[src/rtl/rstp_pkg.sv]
/*
 * Constants for the reset source tracker and power-up timer.
 * Assumes a single 100 MHz clock and an 8-bit software register port.
 */
package rstp_pkg;
    // Clock and internal RC tick timing.
    localparam int CLK_PERIOD_NS  = 10;
    localparam int RC_TICK_NS     = 32000;
    localparam int RC_TICK_CYCLES = (RC_TICK_NS + CLK_PERIOD_NS - 1)
                                    / CLK_PERIOD_NS;
    localparam int POWERUP_TICKS  = 2048;
    localparam int POWERUP_WIDTH  = 11;

    // Register offsets.
    localparam logic [3:0] ADDR_RESET_CTRL = 4'h0;
    localparam logic [3:0] ADDR_STACK_STAT = 4'h1;
    localparam logic [3:0] ADDR_CONTROL    = 4'h2;

    // Field positions in the reset control register.
    localparam int BIT_IRQ_PRIO    = 7;
    localparam int BIT_MISMATCH    = 5;
    localparam int BIT_RST_INSTR   = 4;
    localparam int BIT_WDT_TIMEOUT = 3;
    localparam int BIT_POWERDOWN   = 2;
    localparam int BIT_POR         = 1;
    localparam int BIT_BROWNOUT    = 0;

    // Field positions in the stack status and control registers.
    localparam int BIT_STK_FULL = 7;
    localparam int BIT_STK_UNF  = 6;
    localparam int BIT_STK_RST_EN = 0;
    localparam int BIT_IRQ_HIGH = 1;
    localparam int BIT_IRQ_LOW  = 2;

    // Reset values and write masks.
    localparam logic [7:0] RCTRL_POR_VALUE = 8'h3C;
    localparam logic [7:0] RCTRL_WR_MASK   = 8'hB3;
    localparam logic [7:0] STACK_POR_VALUE = 8'h00;
    localparam logic [7:0] STACK_MASK      = 8'hC0;
    localparam logic [7:0] CONTROL_RESET   = 8'h01;
    localparam logic [7:0] CONTROL_MASK    = 8'h07;

    // Power mode codes.
    localparam logic [1:0] MODE_FULL  = 2'h0;
    localparam logic [1:0] MODE_RUN   = 2'h1;
    localparam logic [1:0] MODE_IDLE  = 2'h2;
    localparam logic [1:0] MODE_SLEEP = 2'h3;

    // Program counter values.
    localparam int          PC_WIDTH     = 21;
    localparam logic [20:0] PC_RESET     = 21'h000000;
    localparam logic [20:0] VEC_HIGH     = 21'h000008;
    localparam logic [20:0] VEC_LOW      = 21'h000018;
    localparam logic [20:0] PC_WAKE_STEP = 21'h000002;

    // Configuration words under watch.
    localparam int CFG_WIDTH = 8;
    localparam int CFG_COUNT = 4;
endpackage

[src/rtl/rstp_top.sv]
/*
 * Reset source tracker: combines reset sources, runs the power-up timer,
 * keeps the reset status and stack flags, and picks the restart address.
 * Assumes the CPU core drives its event strobes on ref_clk and that the
 * master clear, brown-out and regulator pins are asynchronous.
 */
// Notes on behaviour
// - Brown-out and power-on clear brownout flag.
// - Regulator off: no brown-out reset, flag stays clear.
// - Config mismatch against shadow triggers reset.
// - Only mismatch reset or a software write clears mismatch flag.
// - Every hard reset reloads configuration words.
// - Power-up timer: 11-bit, 2048 RC ticks, holds reset.
// - Delay about 66 ms, follows RC rate.
// - Timer starts after power-on pulse ends.
// - Master clear released late: run at once.
// - Power-on: flags preset, restart at zero.
// - Brown-out: preset flags, keep power-on flag.
// - Master clear, full power: flags unchanged.
// - Master clear, run mode: set timeout flag.
// - Master clear, idle/sleep: timeout set, powerdown clear.
// - Stack full with enable: reset, flag set.
// - Underflow sets flag, restart zero, any enable.
// - Watchdog while running: reset, clear timeout flag.
// - Watchdog in sleep: wake at PC+2.
// - Interrupt wake: PC+2, clear powerdown flag.
// - Enabled interrupt wake jumps to its vector.
// - Watchdog wake is no reset.
// - Reset instruction clears its flag, restarts zero.
// - Low six bits are event flags.
`timescale 1ns/10ps
module rstp_top
    import rstp_pkg::*;
#(
    parameter int NUM_CFG     = rstp_pkg::CFG_COUNT,
    parameter int TICK_CYCLES = rstp_pkg::RC_TICK_CYCLES,
    parameter int POWERUP_COUNT = rstp_pkg::POWERUP_TICKS
)
(
    // Clock and power-on reset.
    input  wire logic                               ref_clk,
    input  wire logic                               sys_rst,
    // Asynchronous pins.
    input  wire logic                               master_clear_pin_n,
    input  wire logic                               brownout_low,
    input  wire logic                               regulator_enable,
    // Configuration words and their complementary shadows.
    input  wire logic [NUM_CFG*rstp_pkg::CFG_WIDTH-1:0] cfg_value,
    input  wire logic [NUM_CFG*rstp_pkg::CFG_WIDTH-1:0] cfg_shadow,
    // Core events.
    input  wire logic [1:0]                         power_mode,
    input  wire logic [rstp_pkg::PC_WIDTH-1:0]      cur_pc,
    input  wire logic                               reset_instr,
    input  wire logic                               stack_full_evt,
    input  wire logic                               stack_underflow_evt,
    input  wire logic                               wdt_timeout,
    input  wire logic                               irq_wake,
    input  wire logic                               clrwdt_exec,
    input  wire logic                               sleep_exec,
    // Register port.
    input  wire logic [3:0]                         reg_addr,
    input  wire logic [7:0]                         reg_wdata,
    input  wire logic                               reg_wr,
    input  wire logic                               reg_rd,
    output logic      [7:0]                         reg_rdata,
    // Reset and restart results.
    output logic                                    cpu_reset,
    output logic                                    cfg_reload,
    output logic      [rstp_pkg::PC_WIDTH-1:0]      restart_pc,
    output logic                                    restart_valid
);
    import rstp_pkg::*;

    localparam int TICK_W = (TICK_CYCLES > 1) ? $clog2(TICK_CYCLES) : 1;

    logic [2:0]            pin_async;
    logic [2:0]            sync1_reg;
    logic [2:0]            sync2_reg;
    logic                  mclear_low;
    logic                  mclear_low_d_reg;
    logic                  brownout_active;
    logic                  brownout_active_d_reg;
    logic                  reg_en;
    logic [NUM_CFG-1:0]    cfg_miss;
    logic                  mismatch;
    logic [7:0]            rctrl_reg;
    logic [7:0]            stack_reg;
    logic [7:0]            control_reg;
    logic                  powerup_busy_reg;
    logic [POWERUP_WIDTH-1:0] powerup_cnt_reg;
    logic [TICK_W-1:0]     div_cnt_reg;
    logic                  cpu_reset_reg;
    logic                  cpu_reset_next;
    logic                  cfg_reload_reg;
    logic [PC_WIDTH-1:0]   restart_pc_reg;
    logic                  restart_valid_reg;
    logic [7:0]            rdata_reg;
    logic                  run;
    logic                  idle_mode;
    logic                  stk_rst_en;
    logic                  brownout_evt;
    logic                  mismatch_evt;
    logic                  mclear_evt;
    logic                  wdt_rst_evt;
    logic                  wdt_wake_evt;
    logic                  irq_wake_evt;
    logic                  stk_full_evt;
    logic                  stk_unf_evt;
    logic                  rst_instr_evt;
    logic                  evt_rst;

    // Pins pass two flip-flops; only the second stage is read.
    assign pin_async = {regulator_enable, brownout_low, master_clear_pin_n};

    genvar gi;
    generate
        for (gi = 0; gi < 3; gi++)
        begin : g_sync
            always_ff @(posedge ref_clk)
            begin
                if (sys_rst)
                begin
                    sync1_reg[gi] <= 1'b0;
                    sync2_reg[gi] <= 1'b0;
                end
                else
                begin
                    sync1_reg[gi] <= pin_async[gi];
                    sync2_reg[gi] <= sync1_reg[gi];
                end
            end
        end
        // Each word must equal the inverse of its shadow.
        for (gi = 0; gi < NUM_CFG; gi++)
        begin : g_cfg
            assign cfg_miss[gi] =
                cfg_value[gi*CFG_WIDTH +: CFG_WIDTH] !=
                ~cfg_shadow[gi*CFG_WIDTH +: CFG_WIDTH];
        end
    endgenerate

    assign mclear_low      = ~sync2_reg[0];
    assign reg_en          = sync2_reg[2];
    assign brownout_active = sync2_reg[1] & reg_en;
    assign mismatch        = |cfg_miss;
    assign run             = ~cpu_reset_reg;
    assign stk_rst_en      = control_reg[BIT_STK_RST_EN];
    assign idle_mode  = (power_mode == MODE_IDLE)
                        || (power_mode == MODE_SLEEP);

    always_ff @(posedge ref_clk)
    begin
        if (sys_rst)
        begin
            mclear_low_d_reg      <= 1'b1;
            brownout_active_d_reg <= 1'b0;
        end
        else
        begin
            mclear_low_d_reg      <= mclear_low;
            brownout_active_d_reg <= brownout_active;
        end
    end

    // Core events count only while the core runs.
    assign brownout_evt = brownout_active & ~brownout_active_d_reg;
    assign mismatch_evt = mismatch & run;
    assign mclear_evt   = mclear_low & ~mclear_low_d_reg & run;
    assign wdt_rst_evt  = wdt_timeout & run & ~idle_mode;
    assign wdt_wake_evt = wdt_timeout & run & idle_mode;
    assign irq_wake_evt = irq_wake & run & idle_mode;
    assign stk_full_evt  = stack_full_evt & run & stk_rst_en;
    assign stk_unf_evt   = stack_underflow_evt & run;
    assign rst_instr_evt = reset_instr & run;
    assign evt_rst       = mismatch_evt | wdt_rst_evt | stk_full_evt
                           | (stk_unf_evt & stk_rst_en) | rst_instr_evt;

    // Power-up timer. A brown-out restarts it from zero, and it only
    // counts once the power-on pulse and the brown-out have both ended.
    always_ff @(posedge ref_clk)
    begin
        if (sys_rst || brownout_active)
        begin
            powerup_busy_reg <= 1'b1;
            powerup_cnt_reg  <= '0;
            div_cnt_reg      <= '0;
        end
        else if (powerup_busy_reg)
        begin
            if (div_cnt_reg == TICK_W'(TICK_CYCLES - 1))
            begin
                div_cnt_reg <= '0;
                if (powerup_cnt_reg
                    == POWERUP_WIDTH'(POWERUP_COUNT - 1))
                    powerup_busy_reg <= 1'b0;
                else
                    powerup_cnt_reg <= powerup_cnt_reg + 1'b1;
            end
            else
                div_cnt_reg <= div_cnt_reg + 1'b1;
        end
    end

    // Level sources hold the reset; one-shot events stretch it a cycle.
    assign cpu_reset_next = mclear_low | brownout_active | powerup_busy_reg
                            | mismatch | evt_rst;

    always_ff @(posedge ref_clk)
    begin
        if (sys_rst)
        begin
            cpu_reset_reg  <= 1'b1;
            cfg_reload_reg <= 1'b1;
        end
        else
        begin
            cpu_reset_reg  <= cpu_reset_next;
            cfg_reload_reg <= cpu_reset_next & ~cpu_reset_reg;
        end
    end

    // Flag register. Hardware events come after the software write, so
    // an event in the same cycle as a write always wins.
    always_ff @(posedge ref_clk)
    begin
        if (sys_rst)
        begin
            rctrl_reg <= RCTRL_POR_VALUE;
            stack_reg <= STACK_POR_VALUE;
        end
        else
        begin
            if (reg_wr && reg_addr == ADDR_RESET_CTRL)
                rctrl_reg <= (rctrl_reg & ~RCTRL_WR_MASK)
                             | (reg_wdata & RCTRL_WR_MASK);
            if (reg_wr && reg_addr == ADDR_STACK_STAT)
                stack_reg <= reg_wdata & STACK_MASK;
            if (clrwdt_exec && run)
            begin
                rctrl_reg[BIT_WDT_TIMEOUT] <= 1'b1;
                rctrl_reg[BIT_POWERDOWN]   <= 1'b1;
            end
            if (sleep_exec && run)
            begin
                rctrl_reg[BIT_WDT_TIMEOUT] <= 1'b1;
                rctrl_reg[BIT_POWERDOWN]   <= 1'b0;
            end
            if (brownout_evt)
            begin
                rctrl_reg[BIT_MISMATCH]    <= 1'b1;
                rctrl_reg[BIT_RST_INSTR]   <= 1'b1;
                rctrl_reg[BIT_WDT_TIMEOUT] <= 1'b1;
                rctrl_reg[BIT_POWERDOWN]   <= 1'b1;
                rctrl_reg[BIT_BROWNOUT]    <= 1'b0;
            end
            if (!reg_en)
                rctrl_reg[BIT_BROWNOUT] <= 1'b0;
            if (mismatch_evt)
                rctrl_reg[BIT_MISMATCH] <= 1'b0;
            // Full-power master clear leaves every flag alone.
            if (mclear_evt && power_mode != MODE_FULL)
            begin
                rctrl_reg[BIT_WDT_TIMEOUT] <= 1'b1;
                if (idle_mode)
                    rctrl_reg[BIT_POWERDOWN] <= 1'b0;
            end
            if (wdt_timeout && run)
            begin
                rctrl_reg[BIT_WDT_TIMEOUT] <= 1'b0;
                if (idle_mode)
                    rctrl_reg[BIT_POWERDOWN] <= 1'b0;
            end
            if (irq_wake_evt)
                rctrl_reg[BIT_POWERDOWN] <= 1'b0;
            if (stk_full_evt)
                stack_reg[BIT_STK_FULL] <= 1'b1;
            if (stk_unf_evt)
                stack_reg[BIT_STK_UNF] <= 1'b1;
            if (rst_instr_evt)
                rctrl_reg[BIT_RST_INSTR] <= 1'b0;
        end
    end

    always_ff @(posedge ref_clk)
    begin
        if (sys_rst)
            control_reg <= CONTROL_RESET;
        else if (reg_wr && reg_addr == ADDR_CONTROL)
            control_reg <= reg_wdata & CONTROL_MASK;
    end

    // Restart address. Later branches take precedence.
    always_ff @(posedge ref_clk)
    begin
        if (sys_rst)
        begin
            restart_pc_reg    <= PC_RESET;
            restart_valid_reg <= 1'b0;
        end
        else
        begin
            restart_valid_reg <= 1'b0;
            if (cpu_reset_reg && !cpu_reset_next)
            begin
                restart_pc_reg    <= PC_RESET;
                restart_valid_reg <= 1'b1;
            end
            if (stk_unf_evt && !stk_rst_en)
            begin
                restart_pc_reg    <= PC_RESET;
                restart_valid_reg <= 1'b1;
            end
            if (irq_wake_evt)
            begin
                restart_valid_reg <= 1'b1;
                if (control_reg[BIT_IRQ_HIGH])
                    restart_pc_reg <= VEC_HIGH;
                else if (control_reg[BIT_IRQ_LOW])
                    restart_pc_reg <= VEC_LOW;
                else
                    restart_pc_reg <= cur_pc + PC_WAKE_STEP;
            end
            if (wdt_wake_evt)
            begin
                restart_pc_reg    <= cur_pc + PC_WAKE_STEP;
                restart_valid_reg <= 1'b1;
            end
        end
    end

    // Read data stands only in the cycle after the strobe.
    always_ff @(posedge ref_clk)
    begin
        if (sys_rst)
            rdata_reg <= 8'h00;
        else if (!reg_rd)
            rdata_reg <= 8'h00;
        else if (reg_addr == ADDR_RESET_CTRL)
            rdata_reg <= rctrl_reg;
        else if (reg_addr == ADDR_STACK_STAT)
            rdata_reg <= stack_reg;
        else if (reg_addr == ADDR_CONTROL)
            rdata_reg <= control_reg;
        else
            rdata_reg <= 8'h00;
    end

    assign reg_rdata     = rdata_reg;
    assign cpu_reset     = cpu_reset_reg;
    assign cfg_reload    = cfg_reload_reg;
    assign restart_pc    = restart_pc_reg;
    assign restart_valid = restart_valid_reg;
endmodule

[config.mk]
export PLATFORM = sky130hd
export DESIGN_NAME = rstp_top
export DESIGN_NICKNAME = d
export VERILOG_FILES = /design/src/rtl/rstp_pkg.sv /design/src/rtl/rstp_top.sv
export SDC_FILE = /design/constraint.sdc
export NUM_CORES = 1
export LEC_CHECK = 0
export BUFFER_PORTS_ARGS = -buffer_cell sky130_fd_sc_hd__buf_2
export CAP_MARGIN = 20
export CORE_MARGIN = 5
export CORE_UTILIZATION = 50
export CTS_CLUSTER_DIAMETER = 100
export DETAILED_ROUTE_END_ITERATION = 6
export PLACE_DENSITY = 0.85
export REMOVE_ABC_BUFFERS = 1
export SYNTH_ARGS = -nofsm -noshare
export SYNTH_HDL_FRONTEND = slang
export SYNTH_SLANG_ARGS = --single-unit
[constraint.sdc]
create_clock -name ref_clk -period 3.08 [get_ports ref_clk]
set_input_delay 0.616 -clock ref_clk [delete_from_list [all_inputs] [get_ports ref_clk]]
set_output_delay 0.616 -clock ref_clk [all_outputs]
set_load 0.03 [all_outputs]
==> results of run 1 <==
[layout make-up]
type / instances / area share [%]
multi-input cells: 342 / 45.9
flip-flops and latches: 76 / 31.6
repair buffers: 148 / 15.7
clock buffers: 9 / 2.58
well taps: 99 / 2.58
clock inverters: 7 / 1.22
inverters: 5 / 0.390
[stage by stage]
stage               hold WS [ps]  total power, µW
floorplan                    383             1120
global placement             391             1240
detailed placement           401             1240
CTS                          421             1940
global route                 440             2010
finish                       420             1930
[power by group]
group	internal (µW)	switching (µW)	total, µW	leakage, µW
clock	305	401	706	0.0000921
combinational	112	113	225	0.00129
sequential	992	6.32	998	0.000615
[Yosys cell counts (2+ instances only)]
cell,count
dfxtp_1,76
nor2_1,46
xnor2_1,45
nand2_1,40
o21ai_0,23
xor2_1,22
nand4_1,21
nor4_1,16
a22oi_1,12
a21oi_1,10
clkbuf_1,10
mux2i_1,10
nand3_1,9
nor2b_1,8
and2_1,6
and3_1,6
o22ai_1,6
nand2b_1,5
nor3_1,5
or2_2,5
inv_1,4
a22o_1,3
a31oi_1,3
and4_1,3
buf_2,3
ha_1,3
nor3b_1,3
or3_1,3
a21o_1,2
nand3b_1,2
nand4b_1,2
o21a_1,2
o21bai_1,2
[critical path: stages, from the launching register on]
cell	delay (ps)
dfxtp_1	400
or4b_4	500
nor4_4	580
nand3_2	190
or3_1	330
a21oi_1	140
[logic make-up after synthesis]
group | synth area share, %
AOI/OAI and AO/OA | 12.3
adders and majority gates | 0.985
and+or+nand+nor | 26.4
DFF | 39.9
xor gates and xnor gates | 15.4
muxes | 2.92
buffers and inverters | 2.07
[cells in the final DEF (no fill, tap or decap), types with 4 or more instances in the layout]
cell and n:
xor2_1 22, and2_1 6, nor2b_1 8, buf_4 5, nand4_1 21, xnor2_1 45
nand3_1 9, nor4_1 16, o21ai_0 23, clkbuf_8 9, dfxtp_1 76, inv_1 4
o22ai_1 6, nand2_1 40, or2_2 5, a21oi_1 10, nor2_1 46, and3_1 6
nand2b_1 5, mux2i_1 10, a22oi_1 12, nor3_1 5, buf_2 143
[metal layers]
metal | up-vias | part of all wire (%) | wire [µm] | track usage (%)
li1 | 1847 | - | - | -
met1 | 1737 | 44 | 4490 | 27.0
met2 | 147 | 47 | 4810 | 34.2
met3 | 16 | 7.1 | 720 | 6.46
met4 | 0 | 1.9 | 194 | 7.24
met5 | - | 0 | 0 | 0
[final timing paths]
check                      start            endpoint  slack (ps)  cells past startpoint
hold / removal      sync2_reg[0]    mclear_low_d_reg         420                      1
setup / recovery  div_cnt_reg[6]  powerup_cnt_reg[5]         870                      5
setup reg to reg  div_cnt_reg[6]  powerup_cnt_reg[5]         870                      5
hold reg to reg     sync2_reg[0]    mclear_low_d_reg         420                      1
==> impl_metrics.py, run 1 <==
metrics = {
    "placed_design": {
        "pre_cts_ws_ps": 626,
        "dpl_cell_area_mm2": 0.00463,
        "gp_congestion": 0.942,
        "dp_hpwl_um": 8120,
        "place_inst": 670,
        "io_buffers": 143,
    },
    "floorplan": {
        "ios": 145,
        "num_rows": 31,
        "die_area_mm2": 0.00947,
        "core_area_mm2": 0.00733,
        "start_util_pct": 52.0,
        "die_h_um": 97.3,
        "die_width_um": 97.3,
    },
    "global_routing": {
        "grt_pass1_vias": 3676,
        "grt_pass1_wl_um": 16800,
        "gr-usage-all-layers_pct": 21.2,
        "grt_max_degree": 23,
        "antenna_found_initial": 0,
        "globalRouteOverflowTotal": 0,
    },
    "clock_network": {
        "cts-root-buf": "clkbuf_8",
        "cts_tree": "yes",
        "cts-resized-gates": 0,
        "cts.sinks": 76,
        "clock_latency_ps": 360,
        "cts_buffer_depth": 2,
        "hold_buffers": 0,
        "h-tree-depth": 3,
        "clk_pin_slew_ps": 80,
        "numCtsBuffers": 9,
        "cts_setup_buffers": 0,
    },
    "synthesis": {
        "syn_avg_cell_area_um2": 8.72,
        "ys.flop_type": "dfxtp_1",
        "synth-seq-cells": 76,
        "seq_area_frac_synth_pct": 39.9,
        "yosys_warnings": 0,
        "synth_edf_count": 0,
        "syn_area_mm2": 0.00381,
        "synth_cell_type_count": 54,
        "synth_area_leader_cell": "dfxtp_1",
        "async_reset_ff_share_pct": 0,
        "netlist_instances": 437,
        "synth_top_cell_area_share_pct": 39.9,
        "synth_area_leaders": "dfxtp_1, xnor2_1, xor2_1",
    },
    "outcome": {
        "status": "finished, final reports clean",
    },
    "timing": {
        "layout_min_cycle_time_ps": 2210,
        "period_share_pct": 71.8,
        "fin_setup_tns_ps": 0,
        "relSlewSlack_pct": 56.9,
        "hold_viol_final": 0,
        "finClkSkew_ps": 16.8,
        "rsz0062_at_grt": "false",
        "tightest_slew_ps": 642,
        "slew_violations": 0,
        "max_freq_mhz": 452,
        "setup_violations": 0,
        "layout_setup_ws_ps": 867,
    },
    "worst_setup_path": {
        "required_ps": 3360,
        "path_max_fanout": 11,
        "crit_type": "reg -> reg",
        "arrival_ps": 2490,
        "crit_path_end_kind": "flop",
        "cp-start-kind": "flop",
    },
    "final_layout": {
        "layout-drive-gt1-share_pct": 29.8,
        "area_growth_pct": 26.2,
        "num-fill-cells": 623,
        "instances_no_fill": 686,
        "final_util_pct": 65.6,
        "fin_nets": 698,
        "fin_area_mm2": 0.00481,
        "largest_register_ffs": 21,
        "multiInputGateArea_mm2": 0.00221,
        "regArea_mm2": 0.00152,
        "diodes": 0,
    },
    "route": {
        "wire_per_inst_um": 14.9,
        "drc": 0,
        "via_count": 3747,
        "drt_iter0_markers": 208,
        "ant_nets": 0,
        "via_per_inst": 5.46,
        "drt-pass1-iter-count": 5,
        "drt_wl_total_um": 10200,
    },
    "flow_run": {
        "cap_violations": 0,
    },
    "pwr": {
        "leakage_uw": 0.00200,
        "p_per_area_mw_per_mm2": 401,
        "vdd_ir_drop_max_mv": 0.237,
    },
    "hold_path": {
        "hold_class": "reg -> reg",
    },
}
Note: power is estimated with default switching activity, not from simulation.
==> run 2, diff against run 1 <==
--- a/config.mk
+++ b/config.mk
@@ -8,10 +8,10 @@
 export BUFFER_PORTS_ARGS = -buffer_cell sky130_fd_sc_hd__buf_2
 export CAP_MARGIN = 20
 export CORE_MARGIN = 5
-export CORE_UTILIZATION = 50
+export CORE_UTILIZATION = 44
 export CTS_CLUSTER_DIAMETER = 100
 export DETAILED_ROUTE_END_ITERATION = 6
-export PLACE_DENSITY = 0.85
+export PLACE_DENSITY = 0.8
 export REMOVE_ABC_BUFFERS = 1
 export SYNTH_ARGS = -nofsm -noshare
 export SYNTH_HDL_FRONTEND = slang
==> constraint.sdc (replaced) <==
create_clock -name ref_clk -period 2 [get_ports ref_clk]
set_input_delay 0.4 -clock ref_clk [delete_from_list [all_inputs] [get_ports ref_clk]]
set_output_delay 0.4 -clock ref_clk [all_outputs]
set_load 0.03 [all_outputs]
==> run 2 against run 1 <==
Sequential share of layout area down 0.61 points. Die area up 12%. Non-clock buffer count up 11.
==> impl_metrics.py, run 2 (synthesis results as in run 1) <==
metrics = {
    "timing": {
        "max_freq_mhz": 530,
        "finClkSkew_ps": 8.33,
        "hold_viol_final": 0,
        "layout_min_cycle_time_ps": 1890,
        "tightest_slew_ps": 448,
        "period_share_pct": 94.4,
        "relSlewSlack_pct": 69.9,
        "setup_violations": 0,
        "slew_violations": 0,
        "hold_ws_ps": 251,
        "fin_setup_tns_ps": 0,
        "rsz0062_at_grt": "false",
    },
    "worst_setup_path": {
        "crit_path_end_kind": "flop",
        "arrival_ps": 2190,
        "regToRegStartpoint": "div_cnt_reg[7]",
        "crit_type": "reg -> reg",
        "path_max_fanout": 4,
        "reg2reg_to": "powerup_cnt_reg[5]",
        "r2r_setup_slack_ps": 110,
        "r2r_cells": 5,
        "cp-start-kind": "flop",
        "required_ps": 2300,
    },
    "pwr": {
        "power_uw": 2980,
        "power_frac_seq_pct": 51.7,
        "p_switching_uw": 800,
        "internal_power_uw": 2180,
        "leakage_uw": 0.00205,
        "p_per_area_mw_per_mm2": 607,
        "p_sw_share_pct": 26.9,
        "comb_power_share_pct": 11.9,
        "vdd_ir_drop_max_mv": 0.353,
        "p_clk_share_pct": 36.4,
    },
    "placed_design": {
        "io_buffers": 143,
        "gp_congestion": 0.926,
        "dp_hpwl_um": 8180,
        "dpl_cell_area_mm2": 0.00472,
    },
    "final_layout": {
        "fin_area_mm2": 0.00490,
        "mostFrequentLayoutCell": "buf_2",
        "final_util_pct": 57.1,
        "layout-drive-gt1-share_pct": 31.1,
        "diodes": 0,
        "largest_register_ffs": 21,
        "fin_nets": 709,
        "num-fill-cells": 790,
        "area_growth_pct": 28.7,
        "layout_common_cells": "buf_2, dfxtp_1, nor2_1",
    },
    "global_routing": {
        "antenna_found_initial": 0,
        "grt_pass1_wl_um": 17000,
        "grt_pass1_vias": 3739,
        "gr-usage-all-layers_pct": 20.1,
        "globalRouteOverflowTotal": 0,
        "grt_max_degree": 19,
    },
    "floorplan": {
        "die_h_um": 103,
        "die_width_um": 103,
        "ios": 145,
        "die_area_mm2": 0.0106,
        "core_area_mm2": 0.00859,
        "start_util_pct": 44.3,
        "num_rows": 34,
    },
    "route": {
        "drc": 0,
        "via_count": 3713,
        "ant_nets": 0,
        "wire_per_inst_um": 14.6,
        "wl_met1_um": 4380,
        "drt-pass1-iter-count": 4,
        "top_layer": "met4",
        "dr_wl_met2_um": 5130,
        "drt_iter0_markers": 142,
        "drt_wl_total_um": 10300,
        "met3_length_um": 569,
        "via_per_inst": 5.26,
    },
    "hold_path": {
        "worst_hold_path.num_cells": 2,
        "hold_class": "in -> reg",
        "hold_path_end": "sync1_reg[2]",
        "worstHoldStart": "regulator_enable",
    },
    "clock_network": {
        "h-tree-depth": 3,
        "cts-resized-gates": 0,
        "clock_latency_ps": 360,
        "hold_buffers": 0,
        "cts-root-buf": "clkbuf_8",
        "cts_tree": "yes",
        "numCtsBuffers": 9,
        "clk_pin_slew_ps": 90,
        "cts_buffer_depth": 2,
        "cts_setup_buffers": 0,
        "cts.sinks": 76,
    },
    "flow_run": {
        "cap_violations": 0,
    },
    "outcome": {
        "status": "finished, final reports clean",
    },
}
==> run 2: worst max-delay path, stage by stage (launching register included) <==
cell     delay, ps
dfxtp_1        350
or4b_4         570
nor4_4         310
nand3_2        150
or3_1          330
a21oi_1        130
==> run 2: worst max path at each step <==
stage                    from            endpoint  slack (ps)  cells after the start
5_1_grt        div_cnt_reg[7]  powerup_cnt_reg[9]          20                      6
3_3_place_gp   cfg_shadow[24]      restart_pc[14]         120                      8
4_1_cts        div_cnt_reg[7]  powerup_cnt_reg[5]         100                      5
3_5_place_dp    cfg_value[13]       restart_pc[9]          40                      8
6_report       div_cnt_reg[7]  powerup_cnt_reg[5]         110                      5
2_1_floorplan     reg_addr[3]        rctrl_reg[4]         -80                      5
==> run 2: metrics by stage <==
stage	std cells	setup slack, ps
2_1_floorplan	423	-76.5
3_3_place_gp	690	116
3_5_place_dp	690	42.0
4_1_cts	706	95.1
5_1_grt	706	23.1
6_report	706	111
==> run 2: cell type report <==
cell class                 instances  area [µm²]  area share, %
inverter                           5        18.8          0.383
sequential                        76        1520           31.0
timing repair buffer             159         836           17.0
tap                              108         135           2.76
multi-input combinational        342        2210           45.1
clock buffer                       9         124           2.53
clock inverter                     7        58.8           1.20
==> run 2: metal layers <==
layer  global-route usage, %  vias to the layer above
met1                    24.3                     1723
li1                        -                     1871
met2                    34.6                      100
met3                    5.68                       19
met4                    5.78                        0
met5                       0                        -
==> run 2: power groups by stage <==
stage          Sequential, µW  Clock (µW)  Combinational [µW]
5_1_grt                  1540        1190                 389
3_3_place_gp             1570           0                 339
2_1_floorplan            1580           0                 151
4_1_cts                  1540        1110                 353
3_5_place_dp             1570           0                 350
6_report                 1540        1080                 353
==> run 3, diff against run 2 <==
--- a/config.mk
+++ b/config.mk
@@ -8,11 +8,12 @@
 export BUFFER_PORTS_ARGS = -buffer_cell sky130_fd_sc_hd__buf_2
 export CAP_MARGIN = 20
 export CORE_MARGIN = 5
-export CORE_UTILIZATION = 44
+export CORE_UTILIZATION = 43
 export CTS_CLUSTER_DIAMETER = 100
 export DETAILED_ROUTE_END_ITERATION = 6
-export PLACE_DENSITY = 0.8
+export PLACE_DENSITY = 0.78
 export REMOVE_ABC_BUFFERS = 1
+export SETUP_SLACK_MARGIN = 0.05
 export SYNTH_ARGS = -nofsm -noshare
 export SYNTH_HDL_FRONTEND = slang
 export SYNTH_SLANG_ARGS = --single-unit
==> run 3 against run 2 <==
Worst setup slack better by 110 ps. Cell count stayed put. Cell area is 1.3% higher. Utilization is 0.19 points higher. Highest routed layer unchanged.
==> impl_metrics.py, run 3 (synthesis results as in run 1) <==
metrics = {
    "clock_network": {
        "cts_tree": "yes",
        "cts.sinks": 76,
        "cts-resized-gates": 0,
        "hold_buffers": 0,
        "cts_setup_buffers": 0,
        "cts-root-buf": "clkbuf_8",
        "cts_buffer_depth": 2,
        "clk_pin_slew_ps": 80,
        "h-tree-depth": 3,
        "clock_latency_ps": 350,
        "numCtsBuffers": 9,
    },
    "route": {
        "via_count": 3763,
        "ant_nets": 0,
        "wire_per_inst_um": 14.7,
        "via_per_inst": 5.33,
        "drt-pass1-iter-count": 4,
        "drc": 0,
        "drt_wl_total_um": 10400,
        "drt_iter0_markers": 166,
    },
    "global_routing": {
        "grt_max_degree": 17,
        "grt_pass1_wl_um": 17100,
        "grt_pass1_vias": 3692,
        "globalRouteOverflowTotal": 0,
        "antenna_found_initial": 0,
        "gr-usage-all-layers_pct": 18.8,
    },
    "placed_design": {
        "pre_cts_ws_ps": 41.6,
        "io_buffers": 143,
        "dp_hpwl_um": 8190,
        "gp_congestion": 0.897,
    },
    "worst_setup_path": {
        "arrival_ps": 2060,
        "crit_path_end_kind": "flop",
        "crit_type": "reg -> reg",
        "required_ps": 2280,
        "path_max_fanout": 10,
        "r2r_setup_slack_ps": 220,
        "cp-start-kind": "flop",
    },
    "timing": {
        "period_share_pct": 89.2,
        "hold_viol_final": 0,
        "rsz0062_at_grt": "false",
        "slew_violations": 0,
        "tightest_slew_ps": 444,
        "layout_min_cycle_time_ps": 1780,
        "max_freq_mhz": 561,
        "layout_setup_ws_ps": 217,
        "setup_violations": 0,
        "finClkSkew_ps": 15.1,
        "relSlewSlack_pct": 70.2,
    },
    "final_layout": {
        "layout_common_cells": "buf_2, dfxtp_1, nor2_1",
        "area_growth_pct": 30.4,
        "regArea_mm2": 0.00152,
        "multiInputGateArea_mm2": 0.00221,
        "largest_register_ffs": 21,
        "diodes": 0,
        "layout-drive-gt1-share_pct": 31.1,
        "fin_nets": 709,
        "num-fill-cells": 789,
        "mostFrequentLayoutCell": "buf_2",
    },
    "floorplan": {
        "die_width_um": 104,
        "start_util_pct": 43.9,
        "die_area_mm2": 0.0108,
        "die_h_um": 104,
        "ios": 145,
        "num_rows": 34,
        "core_area_mm2": 0.00868,
    },
    "pwr": {
        "power_uw": 3320,
        "p_per_area_mw_per_mm2": 667,
        "leakage_uw": 0.00208,
        "vdd_ir_drop_max_mv": 0.413,
    },
    "outcome": {
        "status": "finished, final reports clean",
    },
    "flow_run": {
        "cap_violations": 0,
    },
    "hold_path": {
        "hold_class": "in -> reg",
    },
}
## run 3: changes by cell type in the layout (fill, tap and decap cells not counted), sizes merged
cell    change
bufinv      +3
clkinv      -1
inv         -2
## run 3: final timing paths
kind                         start            endpoint  cells past startpoint
setup reg to reg    div_cnt_reg[7]  powerup_cnt_reg[8]                      6
setup / recovery    div_cnt_reg[7]  powerup_cnt_reg[8]                      6
hold reg to reg       sync2_reg[0]    mclear_low_d_reg                      1
hold / removal    regulator_enable        sync1_reg[2]                      2
## run 3: cell type report
class	instances	area share, %
Clock buffer	9	2.49
Clock inverter	7	2.49
Inverter	5	0.378
Multi-Input combinational cell	342	44.5
Sequential cell	76	30.6
Tap cell	108	2.72
Timing Repair Buffer	159	16.8
## run 3: metal layers
layer / wire [µm] / track usage (%) / up-vias
li1: - / - / 1878
met1: 4490 / 23.4 / 1755
met2: 5150 / 32.0 / 112
met3: 590 / 4.47 / 18
met4: 169 / 6.11 / 0
met5: 0 / 0 / -
## run 3: worst max-delay path, cell delays in order, from the launching register on
cell and delay, ps:
dfxtp_1 340, or4b_4 570, nor4_4 200, buf_4 220
nand4_1 120, xor2_1 170, nor2_1 110
## run 3: power breakdown
part	internal (µW)	switching, µW	total, µW
combinational	178	173	352
clock	837	589	1430
sequential	1530	10.4	1540
## run 3: metrics by stage
| stage | std cells | hold slack (ps) | utilization, % | setup TNS, ps | cell area, µm² |
|---|---|---|---|---|---|
| 5_1_grt | 706 | 252 | 57.3 | 0 | 4970 |
| 3_3_place_gp | 690 | 391 | 54.4 | 0 | 4720 |
| 2_1_floorplan | 423 | 383 | - | -401 | 3750 |
| 3_5_place_dp | 690 | 403 | 54.4 | 0 | 4720 |
| 6_report | 706 | 268 | 57.3 | 0 | 4970 |
| 4_1_cts | 706 | 250 | 57.3 | 0 | 4970 |
